===== src/decoder_regs_pkg.sv =====
// Constants and carrier types for the decoder control and status registers
package decoder_regs_pkg;

    // ============================================================
    // Register map, byte addresses
    localparam logic [7:0] ADDR_DECODER_MODE = 8'h00;
    localparam logic [7:0] ADDR_DECODER_CONFIG = 8'h04;
    localparam logic [7:0] ADDR_BLOCK_STATUS = 8'h08;
    localparam logic [7:0] ADDR_HEADER_ERROR_STATUS = 8'h0C;
    localparam logic [7:0] ADDR_HEADER_READ_0 = 8'h10;
    localparam int NUM_HEADER_READ = 4;

    // ============================================================
    // Reset values
    localparam logic [7:0] DECODER_MODE_RESET = 8'h00;
    localparam logic [7:0] DECODER_CONFIG_RESET = 8'h00;
    localparam logic [7:0] STATUS_RESET = 8'h00;
    localparam logic [31:0] UNMAPPED_READ = 32'h0000_0000;

    // ============================================================
    // Mode register field positions
    localparam int BIT_DECODE_ENABLE = 7;
    localparam int BIT_LOOKAHEAD = 6;
    localparam int BIT_BUFFER_WRITE_REQUEST = 2;
    localparam int BIT_CORRECTION_REQUEST = 1;

    // ============================================================
    // Block timing counts in words
    localparam logic [11:0] SYNC_WORD_POS = 12'h497;
    localparam logic [11:0] COUNT_ZERO = 12'h000;
    localparam logic [11:0] COUNT_ONE = 12'h001;

    // Configuration register layout, bit 7 down to bit 0
    typedef struct packed {
        logic sync_interp_enable;
        logic sync_detect_enable;
        logic descramble_enable;
        logic correction_writeback_enable;
        logic mode_request;
        logic form_request;
        logic mode_check_enable;
        logic subheader_select;
    } decoder_config_t;

    // Block status layout, bit 7 down to bit 0
    typedef struct packed {
        logic crc_pass;
        logic misplaced_sync;
        logic sync_inserted;
        logic long_block;
        logic reserved;
        logic short_block;
        logic erasure_in_block;
        logic uncorrectable_block;
    } block_status_t;

    // Header error layout, bit 7 down to bit 0
    typedef struct packed {
        logic minutes_byte_error;
        logic seconds_byte_error;
        logic frames_byte_error;
        logic mode_byte_error;
        logic subhdr_byte0_error;
        logic subhdr_byte1_error;
        logic subhdr_byte2_error;
        logic subhdr_byte3_error;
    } header_error_t;

    typedef enum {
        MODE_DISABLED,
        MODE_MONITOR,
        MODE_REPEAT_CORRECT,
        MODE_WRITE_ONLY,
        MODE_REALTIME_NORMAL,
        MODE_WRITE_LOOKAHEAD,
        MODE_REALTIME_LOOKAHEAD,
        MODE_UNDEFINED
    } decoder_mode_t;

endpackage


===== src/cdrom_decoder_ctrl_status.sv =====
// Decoder control and status register bank with block sync supervision
// Overview of operation
// - Decode enable low disables the decoder whatever the other mode bits say.
// - Enabled mode comes from look-ahead, buffer-write and correction bits.
// - Any reset clears every bit of the configuration register.
// - Config bit 7 inserts missing syncs so block timing is kept.
// - Config bit 6 retimes block timing to detected syncs; else detection off.
// - Config bit 5 enables descrambling; clear passes raw data.
// - Config bit 4 lets corrected bytes be rewritten; clear means check only.
// - Config bit 3 requests Mode 2, bit 2 requests Form 2.
// - With mode check on, a mode byte mismatch disables correction and detection.
// - Config bit 0 shows sub-header instead of header in the four read registers.
// - Chip reset clears block status and header error status.
// - Status bit 7 shows the block CRC passed.
// - Status bit 6 marks a sync at a wrong word count that retimed the decoder.
// - Correction stops for long blocks as well as misplaced syncs.
// - Status bit 5 marks the word counter reaching 1175 with no sync seen.
// - Status bit 4 marks needed insertion with interpolation off; block extends.
// - Status bit 2 marks a wrong-place sync that did not retime; off if detect off.
// - Status bit 1 marks any erasure-flagged byte in the block.
// - Status bit 0 marks bytes still in error after correction.
// - Header error bits 7-4 cover header bytes, bits 3-0 sub-header bytes.
// - Decode enable low also suppresses the decoder interrupt.
//
// Decided for this implementation: the register addresses and strobed register access.
`timescale 1ns/1ps
`default_nettype none

module cdrom_decoder_ctrl_status
    import decoder_regs_pkg::*;
(
    input wire logic mclk,
    input wire logic arst_n,
    input wire logic [7:0] addr,
    input wire logic [31:0] wdata,
    input wire logic wr_en,
    input wire logic rd_en,
    output logic [31:0] rdata,
    input wire logic word_strobe,
    input wire logic sync_found,
    input wire logic erasure_flag_input,
    input wire logic crc_done,
    input wire logic crc_good,
    input wire logic correction_done,
    input wire logic bytes_in_error,
    input wire logic [7:0] mode_byte,
    input wire logic [7:0] header_error_flags,
    input wire logic [7:0] header_bytes [NUM_HEADER_READ],
    input wire logic [7:0] subheader_bytes [NUM_HEADER_READ],
    input wire logic block_event,
    output var decoder_mode_t decoder_mode,
    output var decoder_config_t config_out,
    output logic correction_allowed,
    output logic detection_allowed,
    output logic block_start,
    output logic decoder_irq
);

    // ============================================================
    // Mode decode, used only by the registered mode output; readback returns the raw mode register
    function automatic decoder_mode_t decode_mode(input logic [7:0] m);
        logic [2:0] sel;
        sel = {m[BIT_LOOKAHEAD], m[BIT_BUFFER_WRITE_REQUEST], m[BIT_CORRECTION_REQUEST]};
        if (!m[BIT_DECODE_ENABLE])
            return MODE_DISABLED;
        unique case (sel)
            3'h0: return MODE_MONITOR;
            3'h1: return MODE_REPEAT_CORRECT;
            3'h2: return MODE_WRITE_ONLY;
            3'h3: return MODE_REALTIME_NORMAL;
            3'h6: return MODE_WRITE_LOOKAHEAD;
            3'h7: return MODE_REALTIME_LOOKAHEAD;
            default: return MODE_UNDEFINED; // Look-ahead without writes is not a mode
        endcase
    endfunction

    // ============================================================
    // Pin input synchronisers
    logic [1:0] sync_found_meta;
    logic [1:0] erasure_meta;
    logic sync_found_s;
    logic erasure_s;

    // Two stages; only the second stage is read by logic
    always_ff @(posedge mclk or negedge arst_n)
    begin
        if (!arst_n)
            sync_found_meta <= 2'h0;
        else
            sync_found_meta <= {sync_found_meta[0], sync_found};
    end

    // Erasure pin gets its own pair; the flag accumulates until block end
    always_ff @(posedge mclk or negedge arst_n)
    begin
        if (!arst_n)
            erasure_meta <= 2'h0;
        else
            erasure_meta <= {erasure_meta[0], erasure_flag_input};
    end
    assign sync_found_s = sync_found_meta[1];
    assign erasure_s = erasure_meta[1];

    // ============================================================
    // Registers
    logic [7:0] mode_reg;
    decoder_config_t cfg;
    block_status_t status;
    header_error_t hdr_err;
    logic [11:0] word_count;
    logic misplaced_acc;
    logic inserted_acc;
    logic long_acc;
    logic short_acc;
    logic erasure_acc;
    logic mismatch;

    // Software writes of mode and configuration
    always_ff @(posedge mclk or negedge arst_n)
    begin
        if (!arst_n)
        begin
            mode_reg <= DECODER_MODE_RESET;
            cfg <= DECODER_CONFIG_RESET;
        end
        else if (wr_en)
        begin
            if (addr == ADDR_DECODER_MODE)
                mode_reg <= wdata[7:0];
            if (addr == ADDR_DECODER_CONFIG)
                cfg <= wdata[7:0];
        end
    end

    // ============================================================
    // Word counter and block timing
    logic at_sync_pos;
    logic wrong_sync;
    logic retime_hit;
    assign at_sync_pos = (word_count == SYNC_WORD_POS);
    // Sync detection gated by its enable
    assign retime_hit = word_strobe && sync_found_s && cfg.sync_detect_enable;
    // Retime away from the sync slot: the block was misplaced
    assign wrong_sync = retime_hit && !at_sync_pos;

    // Counter restarts on retime, on interpolated sync, or runs on for long blocks
    always_ff @(posedge mclk or negedge arst_n)
    begin
        if (!arst_n)
            word_count <= COUNT_ZERO;
        else if (word_strobe)
        begin
            if (sync_found_s && cfg.sync_detect_enable)
                word_count <= COUNT_ZERO;
            else if (at_sync_pos && cfg.sync_interp_enable)
                word_count <= COUNT_ZERO;
            else if (word_count != 12'hFFF)
                word_count <= word_count + COUNT_ONE;
        end
    end

    // Start pulse whenever a new block begins
    always_ff @(posedge mclk or negedge arst_n)
    begin
        if (!arst_n)
            block_start <= 1'b0;
        else
            block_start <= retime_hit || (word_strobe && at_sync_pos && cfg.sync_interp_enable);
    end

    // ============================================================
    // Per-block accumulation of sync and erasure events
    logic insert_hit;
    logic long_hit;
    logic short_hit;
    // Counter at the sync slot with no sync seen: a sync is missing, interpolation on or off
    assign insert_hit = word_strobe && at_sync_pos && !sync_found_s;
    // Same case with interpolation off; the block runs long instead
    assign long_hit = insert_hit && !cfg.sync_interp_enable;
    // Sync out of place while detection is off, so timing is not retimed
    assign short_hit = word_strobe && sync_found_s && !at_sync_pos && !cfg.sync_detect_enable;

    // Each flag restarts at block end; a coincident event wins and seeds the next block
    always_ff @(posedge mclk or negedge arst_n)
    begin
        if (!arst_n)
            misplaced_acc <= 1'b0;
        else if (wrong_sync)
            misplaced_acc <= 1'b1;
        else if (block_event)
            misplaced_acc <= 1'b0;
    end

    // Sync slot reached with no sync seen in this block, interpolation on or off
    always_ff @(posedge mclk or negedge arst_n)
    begin
        if (!arst_n)
            inserted_acc <= 1'b0;
        else if (insert_hit)
            inserted_acc <= 1'b1;
        else if (block_event)
            inserted_acc <= 1'b0;
    end

    // Block extended because insertion was off
    always_ff @(posedge mclk or negedge arst_n)
    begin
        if (!arst_n)
            long_acc <= 1'b0;
        else if (long_hit)
            long_acc <= 1'b1;
        else if (block_event)
            long_acc <= 1'b0;
    end

    // Sync seen out of place without retiming: block ends short
    always_ff @(posedge mclk or negedge arst_n)
    begin
        if (!arst_n)
            short_acc <= 1'b0;
        else if (short_hit)
            short_acc <= 1'b1;
        else if (block_event)
            short_acc <= 1'b0;
    end

    // Any erasure-flagged byte in the block
    always_ff @(posedge mclk or negedge arst_n)
    begin
        if (!arst_n)
            erasure_acc <= 1'b0;
        else if (erasure_s)
            erasure_acc <= 1'b1;
        else if (block_event)
            erasure_acc <= 1'b0;
    end

    // ============================================================
    // Correction gating
    assign mismatch = cfg.mode_check_enable && (mode_byte[1:0] != {cfg.mode_request, ~cfg.mode_request});

    // Correction blocked on bad sync timing or mode mismatch
    always_ff @(posedge mclk or negedge arst_n)
    begin
        if (!arst_n)
            correction_allowed <= 1'b0;
        else
            correction_allowed <= mode_reg[BIT_CORRECTION_REQUEST] && mode_reg[BIT_DECODE_ENABLE]
                                  && !misplaced_acc && !long_acc && !mismatch;
    end

    // Detection survives bad sync timing; only the mode check or decode enable low stops it
    always_ff @(posedge mclk or negedge arst_n)
    begin
        if (!arst_n)
            detection_allowed <= 1'b0;
        else
            detection_allowed <= mode_reg[BIT_DECODE_ENABLE] && !mismatch;
    end

    // ============================================================
    // Status latched at block end, held until the next
    always_ff @(posedge mclk or negedge arst_n)
    begin
        if (!arst_n)
        begin
            status <= STATUS_RESET;
            hdr_err <= STATUS_RESET;
        end
        else if (block_event)
        begin
            status.crc_pass <= crc_done && crc_good;
            status.misplaced_sync <= misplaced_acc;
            status.sync_inserted <= inserted_acc;
            status.long_block <= long_acc;
            status.reserved <= 1'b0;
            status.short_block <= short_acc && cfg.sync_detect_enable;
            status.erasure_in_block <= erasure_acc;
            status.uncorrectable_block <= correction_done && bytes_in_error;
            hdr_err <= header_error_flags;
        end
    end

    // Interrupt only while decoding is on
    always_ff @(posedge mclk or negedge arst_n)
    begin
        if (!arst_n)
            decoder_irq <= 1'b0;
        else
            decoder_irq <= block_event && mode_reg[BIT_DECODE_ENABLE];
    end

    // Registered copy of the decoded mode for the datapath
    always_ff @(posedge mclk or negedge arst_n)
    begin
        if (!arst_n)
            decoder_mode <= MODE_DISABLED;
        else
            decoder_mode <= decode_mode(mode_reg);
    end

    // Registered copy of the configuration, one cycle behind the register
    always_ff @(posedge mclk or negedge arst_n)
    begin
        if (!arst_n)
            config_out <= DECODER_CONFIG_RESET;
        else
            config_out <= cfg;
    end

    // ============================================================
    // Read path, data one cycle after the strobe
    // Header or sub-header view, one byte lane per read register
    logic [7:0] head_view [NUM_HEADER_READ];
    genvar g;
    generate
        for (g = 0; g < NUM_HEADER_READ; g = g + 1)
        begin : g_head_view
            assign head_view[g] = cfg.subheader_select ? subheader_bytes[g]
                                  : header_bytes[g];
        end
    endgenerate

    logic [31:0] next_rdata;
    always_comb
    begin
        next_rdata = UNMAPPED_READ;
        unique case (addr)
            ADDR_DECODER_MODE: next_rdata = {24'h000000, mode_reg};
            ADDR_DECODER_CONFIG: next_rdata = {24'h000000, cfg};
            ADDR_BLOCK_STATUS: next_rdata = {24'h000000, status};
            ADDR_HEADER_ERROR_STATUS: next_rdata = {24'h000000, hdr_err};
            default:
            begin
                for (int i = 0; i < NUM_HEADER_READ; i++)
                    if (addr == ADDR_HEADER_READ_0 + 8'(4 * i))
                        next_rdata = {24'h000000, head_view[i]};
            end
        endcase
    end

    // Read data stands only in the cycle after the strobe
    always_ff @(posedge mclk or negedge arst_n)
    begin
        if (!arst_n)
            rdata <= UNMAPPED_READ;
        else if (rd_en)
            rdata <= next_rdata;
        else
            rdata <= UNMAPPED_READ;
    end

endmodule

`default_nettype wire


===== config.mk =====
export PLATFORM = sky130hd
export DESIGN_NAME = cdrom_decoder_ctrl_status
export DESIGN_NICKNAME = d
export VERILOG_FILES = /design/src/decoder_regs_pkg.sv /design/src/cdrom_decoder_ctrl_status.sv
export SDC_FILE = /design/constraint.sdc
export NUM_CORES = 1
export LEC_CHECK = 0
export BUFFER_PORTS_ARGS = -buffer_cell sky130_fd_sc_hd__clkbuf_2
export CORE_MARGIN = 2
export CORE_UTILIZATION = 51
export CTS_CLUSTER_SIZE = 24
export DETAILED_ROUTE_END_ITERATION = 8
export PLACE_DENSITY = 0.89
export RECOVER_POWER = 25
export SYNTH_ARGS = -nofsm -noshare
export SYNTH_HDL_FRONTEND = slang
export SYNTH_SLANG_ARGS = --single-unit

===== constraint.sdc =====
create_clock -name mclk -period 5.3 [get_ports mclk]
set_input_delay 0.795 -clock mclk [delete_from_list [all_inputs] [get_ports mclk]]
set_output_delay 0.795 -clock mclk [all_outputs]
set_load 0.05 [all_outputs]

# Word level (Yosys, flattened, before mapping)
# Cells that the tools add are included.
totals:
  mem_bits_ro: 0
  latch_bits: 0
  n_memories: 0
  output_inout_bits: 76
  ram_bits: 0
  input_bits: 132
  word_cells: 124
  ff_bits: 128
op_classes:
  add_sub_neg: 1
  shifts: 0
  n_reduce_logical: 40
  magnitude_cmp: 0
  n_mul: 0
  n_eq_ne: 15
  mux: 21
  div: 0
  n_bitwise: 1
op_table:
  columns: ["cell", "n"]
  rows:
  - ["$mux W32", 4]
  - ["$pmux W32 S4", 1]
  - ["$mux W8", 5]
  - ["$mux W12", 3]
  - ["$eq A8 B5 Y1 const B", 4]
  - ["$logic_and A1 B1 Y1", 21]
  - ["$pmux W3 S6", 1]
  - ["$eq A8 B4 Y1 const B", 2]
  - ["$add A12 B1 Y12 const B", 1]
  - ["$eq A12 B11 Y1 const B", 1]
  - ["$ne A12 B12 Y1 const B", 1]
  - ["$reduce_bool A2 Y1", 5]
  - ["$eq A8 B3 Y1 const B", 1]
  - ["$logic_not A8 Y1", 1]
  - ["$logic_not A1 Y1", 7]
  - ["$eq A3 B2 Y1 const B", 2]
  - ["$eq A3 B3 Y1 const B", 2]
  - ["$mux W1", 6]
  - ["$reduce_and A2 Y1", 3]
  - ["$eq A3 B1 Y1 const B", 1]
  - ["$logic_not A3 Y1", 1]
  - ["$mux W3", 1]
  - ["$reduce_bool A3 Y1", 1]
  - ["$ne A2 B2 Y1", 1]
  - ["other kinds (2)", 2]

# Longest topological paths before layout
depth:
  word_depth: 7
  depth_mapped: 6
  depth_no_buf: 6

# Least setup slack after synthesis
# No wires, ideal clock.
synth_path:
  path_kind: "input -> register"
  from: "in addr[5]"
  to: "reg rdata[6]"
  path_stages: 6
  slack_ps: 3077
  arrival_time_ps: 2083
  cell_sequence: "or3_1 buf_6 or3_1 clkbuf_1 o31ai_1 a2111oi_2"
synth_between:
  elab_chain_len: 7
  word_cells_on_any_way: 14
  classes_between: "eq/ne (7); mux (6); reduce/logical (1)"
synth_lines:
  columns: ["item", "line", "source"]
  rows:
  - ["start, declared", "cdrom_decoder_ctrl_status.sv:34", "input wire logic [7:0] addr,"]
  - ["$eq A8 B5 Y1", "cdrom_decoder_ctrl_status.sv:336", "if (addr == ADDR_HEADER_READ_0 + 8'(4 * i))"]
  - ["$mux W8", "cdrom_decoder_ctrl_status.sv:336", null]
  - ["$mux W32 (3 in series)", "cdrom_decoder_ctrl_status.sv:336", null]
  - ["$pmux W32 S4 *", "cdrom_decoder_ctrl_status.sv:328", "unique case (addr)"]
  - ["$mux W32 *", "cdrom_decoder_ctrl_status.sv:347", "else if (rd_en)"]
  - ["end signal, assigned", "cdrom_decoder_ctrl_status.sv:348", "rdata <= next_rdata;"]
  - ["end, declared", "cdrom_decoder_ctrl_status.sv:38", "output logic [31:0] rdata,"]
# Every way passes the cells marked *; elsewhere a longest branch is shown, timed or not.
# A chain may end at the register's enable or synchronous reset.

# Worst setup path in the final report
layout_path:
  from: "in addr[2]"
  to: "reg rdata[6]"
# The elaborated chain is that of the path after synthesis.

==> summary.md <==
| Metric | Value |
|---|---|
| Clk Latency, worst-skew pair | 0.36 ns |
| Port bufs | 124 |
| First-pass detailed-route iteration total | 4 |
| Cell Chain, Critical Path | clkbuf_2 -> nand4bb_1 -> nor2_4 -> a221oi_1 -> a2111oi_2 |
| Register area share after synthesis | 0.426 |
| Mapped Area | 4400 sq um |
| Synth Register Bits | 75 |
| Crit path kind | in -> reg |
| Initial Util | 0.531 |
| Initial antenna violation count | 0 |
| Final wirelength | 10300 um |
| CTS tree | built |
| GPL Wtd Cong | 0.869 |
| Row count | 33 |
| Max Fanout on Critical Path | 29 |
| Commonest non-fill, non-tap cell in the layout | clkbuf_2 |
| Final setup fails | 0 |
| Max Slew Vio Count | 0 |
| Syn Area/Cell | 11.1 sq um |
| Clk slew on worst S/H paths | 0.08 ns |
| Total gr overflow | 0 |
| Number of cells on the worst hold path | 0 |
| Final min period | 2.40 ns |
| Die Height | 96.9 um |
| CTS H-tree depth | 3 |
| Worst Hold Class | reg -> reg |
| Max-slew headroom | 0.275 |
| Largest register by flop count | word_count |
| Synth Flop Type | dfrtp_1 |
| Fin util | 0.607 |
| Worst Path Required | 5.55 ns |
| Drt initial violations | 142 |
| R2R cell count | 4 |
| Vias per inst | 5.56 |
| Worst path max stage delay | 0.53 ns |
| Total vias in the final route | 3462 |
| Setup repair bufs after CTS | 0 |
| Tot GR Track Use | 0.223 |
| YS warnings | 0 |
| Post-synth EDFFs | 0 |
| # diodes | 0 |
| Yosys cell types | 61 |
| CP arrival | 2.65 ns |
| Core ar. | 8300 sq um |
| First-pass GRT wire length | 16900 um |
| Post_cts resized | 0 |
| Final Skew | 0.0128 ns |
| Clock Tree Buf Depth | 2 |
| Buffers and inverters on the worst path | 1 |
| Final hold vios | 0 |
| # IOs | 208 |
| Sink Count | 75 |
| Static leakage | 0.00244 uW |
| Setup TNS | 0 ns |
| PwrDens | 266 nW/um^2 |
| Largest net degree at the start of global routing | 76 |
| Max Fclk | 417 MHz |
| Maxcap violations | 0 |
| Worst Max-Slew Pin Slew | 1.09 ns |
| Highest-count cells in the layout ignoring fill and taps | clkbuf_2, dfrtp_1, conb_1 |
| Crit share post-route | 0.453 |
| Final antenna-violating net count | 0 |
| Synth Instances | 397 |
| CP Depth | 5 |
| Chip Width | 96.9 um |
| CTS buffer count | 9 |
| RSZ-0062 raised after global routing | no |
| DP HPWL | 8000 um |
| CTS Root Cell | clkbuf_8 |
| Critical Path Source Type | primary input |
| Max IR drop VDD | 0.000168 V |
| Post-synth ARST share | 1.00 |
| # DRC | 0 |
| Outcome | complete, no violations |
| Die footprint | 9400 sq um |
| Setup crit end kind | flip-flop |
| Area delta synth->final | 14.4% |
| Vias in the first global route | 3549 |
| Number of flip-flops under the largest register name | 12 |
| CP top delay family | simple AND/OR/NAND/NOR gates |
| CP max-delay cell | nand4bb_1 |
| WL/cell | 16.6 um |
| Final net count | 646 |
| Fraction of layout cells with a size suffix above 1 | 0.392 |
| Hold_buf cts | 0 |
## routing by layer
| layer | vias to the layer above | track usage | routed length (um) |
|---|---|---|---|
| met1 | 1681 | 0.248 | 3690 |
| li1 | 1587 | - | - |
| met3 | 23 | 0.0585 | 704 |
| met4 | 0 | 0.0888 | 263 |
| met5 | - | 0 | 0 |
| met2 | 171 | 0.405 | 5660 |
## final timing paths
kind	startpoint	endpoint	slack (ns)
max	addr[2]	rdata[6]$_DFF_PN0_	2.90
max reg2reg	cfg[0]$_DFFE_PN0P_	rdata[1]$_DFF_PN0_	3.17
min	erasure_meta[0]$_DFF_PN0_	erasure_meta[1]$_DFF_PN0_	0.36
min in group asynchronous	arst_n	config_out[0]$_DFF_PN0_	0.57
max in group asynchronous	arst_n	config_out[5]$_DFF_PN0_	4.12
min reg2reg	erasure_meta[0]$_DFF_PN0_	erasure_meta[1]$_DFF_PN0_	0.36
## report_power, final
group | switching, uW | internal, uW
combinational | 193 | 96.3
clock | 226 | 172
sequential | 39.2 | 613
## synthesized netlist by cell type (2+ instances only)
master | instances | area share
nand3_2 | 2 | 0.0045
o31ai_1 | 8 | 0.014
o21ai_0 | 16 | 0.018
nand4_1 | 2 | 0.0028
mux4_2 | 16 | 0.082
nand3b_1 | 2 | 0.0034
nand2_1 | 15 | 0.013
clkbuf_1 | 7 | 0.0060
nor2_1 | 21 | 0.018
buf_6 | 2 | 0.0051
nor3_1 | 8 | 0.0091
o311ai_0 | 2 | 0.0040
or3_1 | 9 | 0.013
mux2i_1 | 9 | 0.020
a22o_1 | 3 | 0.0060
nor4_1 | 7 | 0.0099
nand3_1 | 11 | 0.012
dfrtp_1 | 75 | 0.43
or4_1 | 2 | 0.0034
a21oi_1 | 16 | 0.018
buf_1 | 2 | 0.0017
nand4bb_1 | 2 | 0.0051
a31o_2 | 2 | 0.0040
a221oi_1 | 6 | 0.012
buf_2 | 6 | 0.0068
a31oi_1 | 2 | 0.0028
buf_4 | 54 | 0.092
inv_1 | 19 | 0.016
mux2_2 | 29 | 0.074
nand2b_1 | 3 | 0.0043
or2_2 | 3 | 0.0043
o41ai_4 | 2 | 0.012
o2bb2ai_1 | 6 | 0.012
## metrics by stage
| step | hold slack, ns | worst slack (ns) | instances | cell area [sq um] | power [uW] |
|---|---|---|---|---|---|
| final | 0.358 | 2.90 | 623 | 5040 | 1340 |
| after global routing | 0.370 | 2.82 | 623 | 5040 | 1400 |
| after CTS | 0.360 | 2.92 | 623 | 5040 | 1350 |
| after detailed placement | 0.343 | 2.54 | 607 | 4860 | 951 |
| after global placement | 0.347 | 2.64 | 607 | 4860 | 941 |
| after floorplan | 0.331 | 3.08 | 449 | 4600 | 897 |
## worst reg2reg max path: cells and delay by family, from the launching register on
| family | cells | cell delay, ns |
|---|---|---|
| AND/OR/NAND/NOR | 1 | 0.08 |
| flip-flops | 1 | 0.74 |
| multiplexers | 1 | 0.55 |
| buffers and inverters | 1 | 0.39 |
| AO/OA/AOI/OAI | 1 | 0.27 |
## layout make-up
cell class / count / area (sq um)
fillers: 652 / 3260
multi-input cells: 283 / 2150
flip-flops and latches: 75 / 1880
repair buffers: 125 / 629
well taps: 105 / 131
clock buffers: 9 / 124
inverters: 19 / 71.3
clock inverters: 7 / 51.3
## kinds of logic after synthesis
group	Yosys count	synth area share
fa+ha+maj	1	0.00284
compound gates	76	0.135
other cells	1	0.000851
simple gates	98	0.128
mux	54	0.176
xor+xnor	1	0.00199
flops	75	0.426
buf+inv	91	0.129
Note: power is estimated with default switching activity, not from simulation.
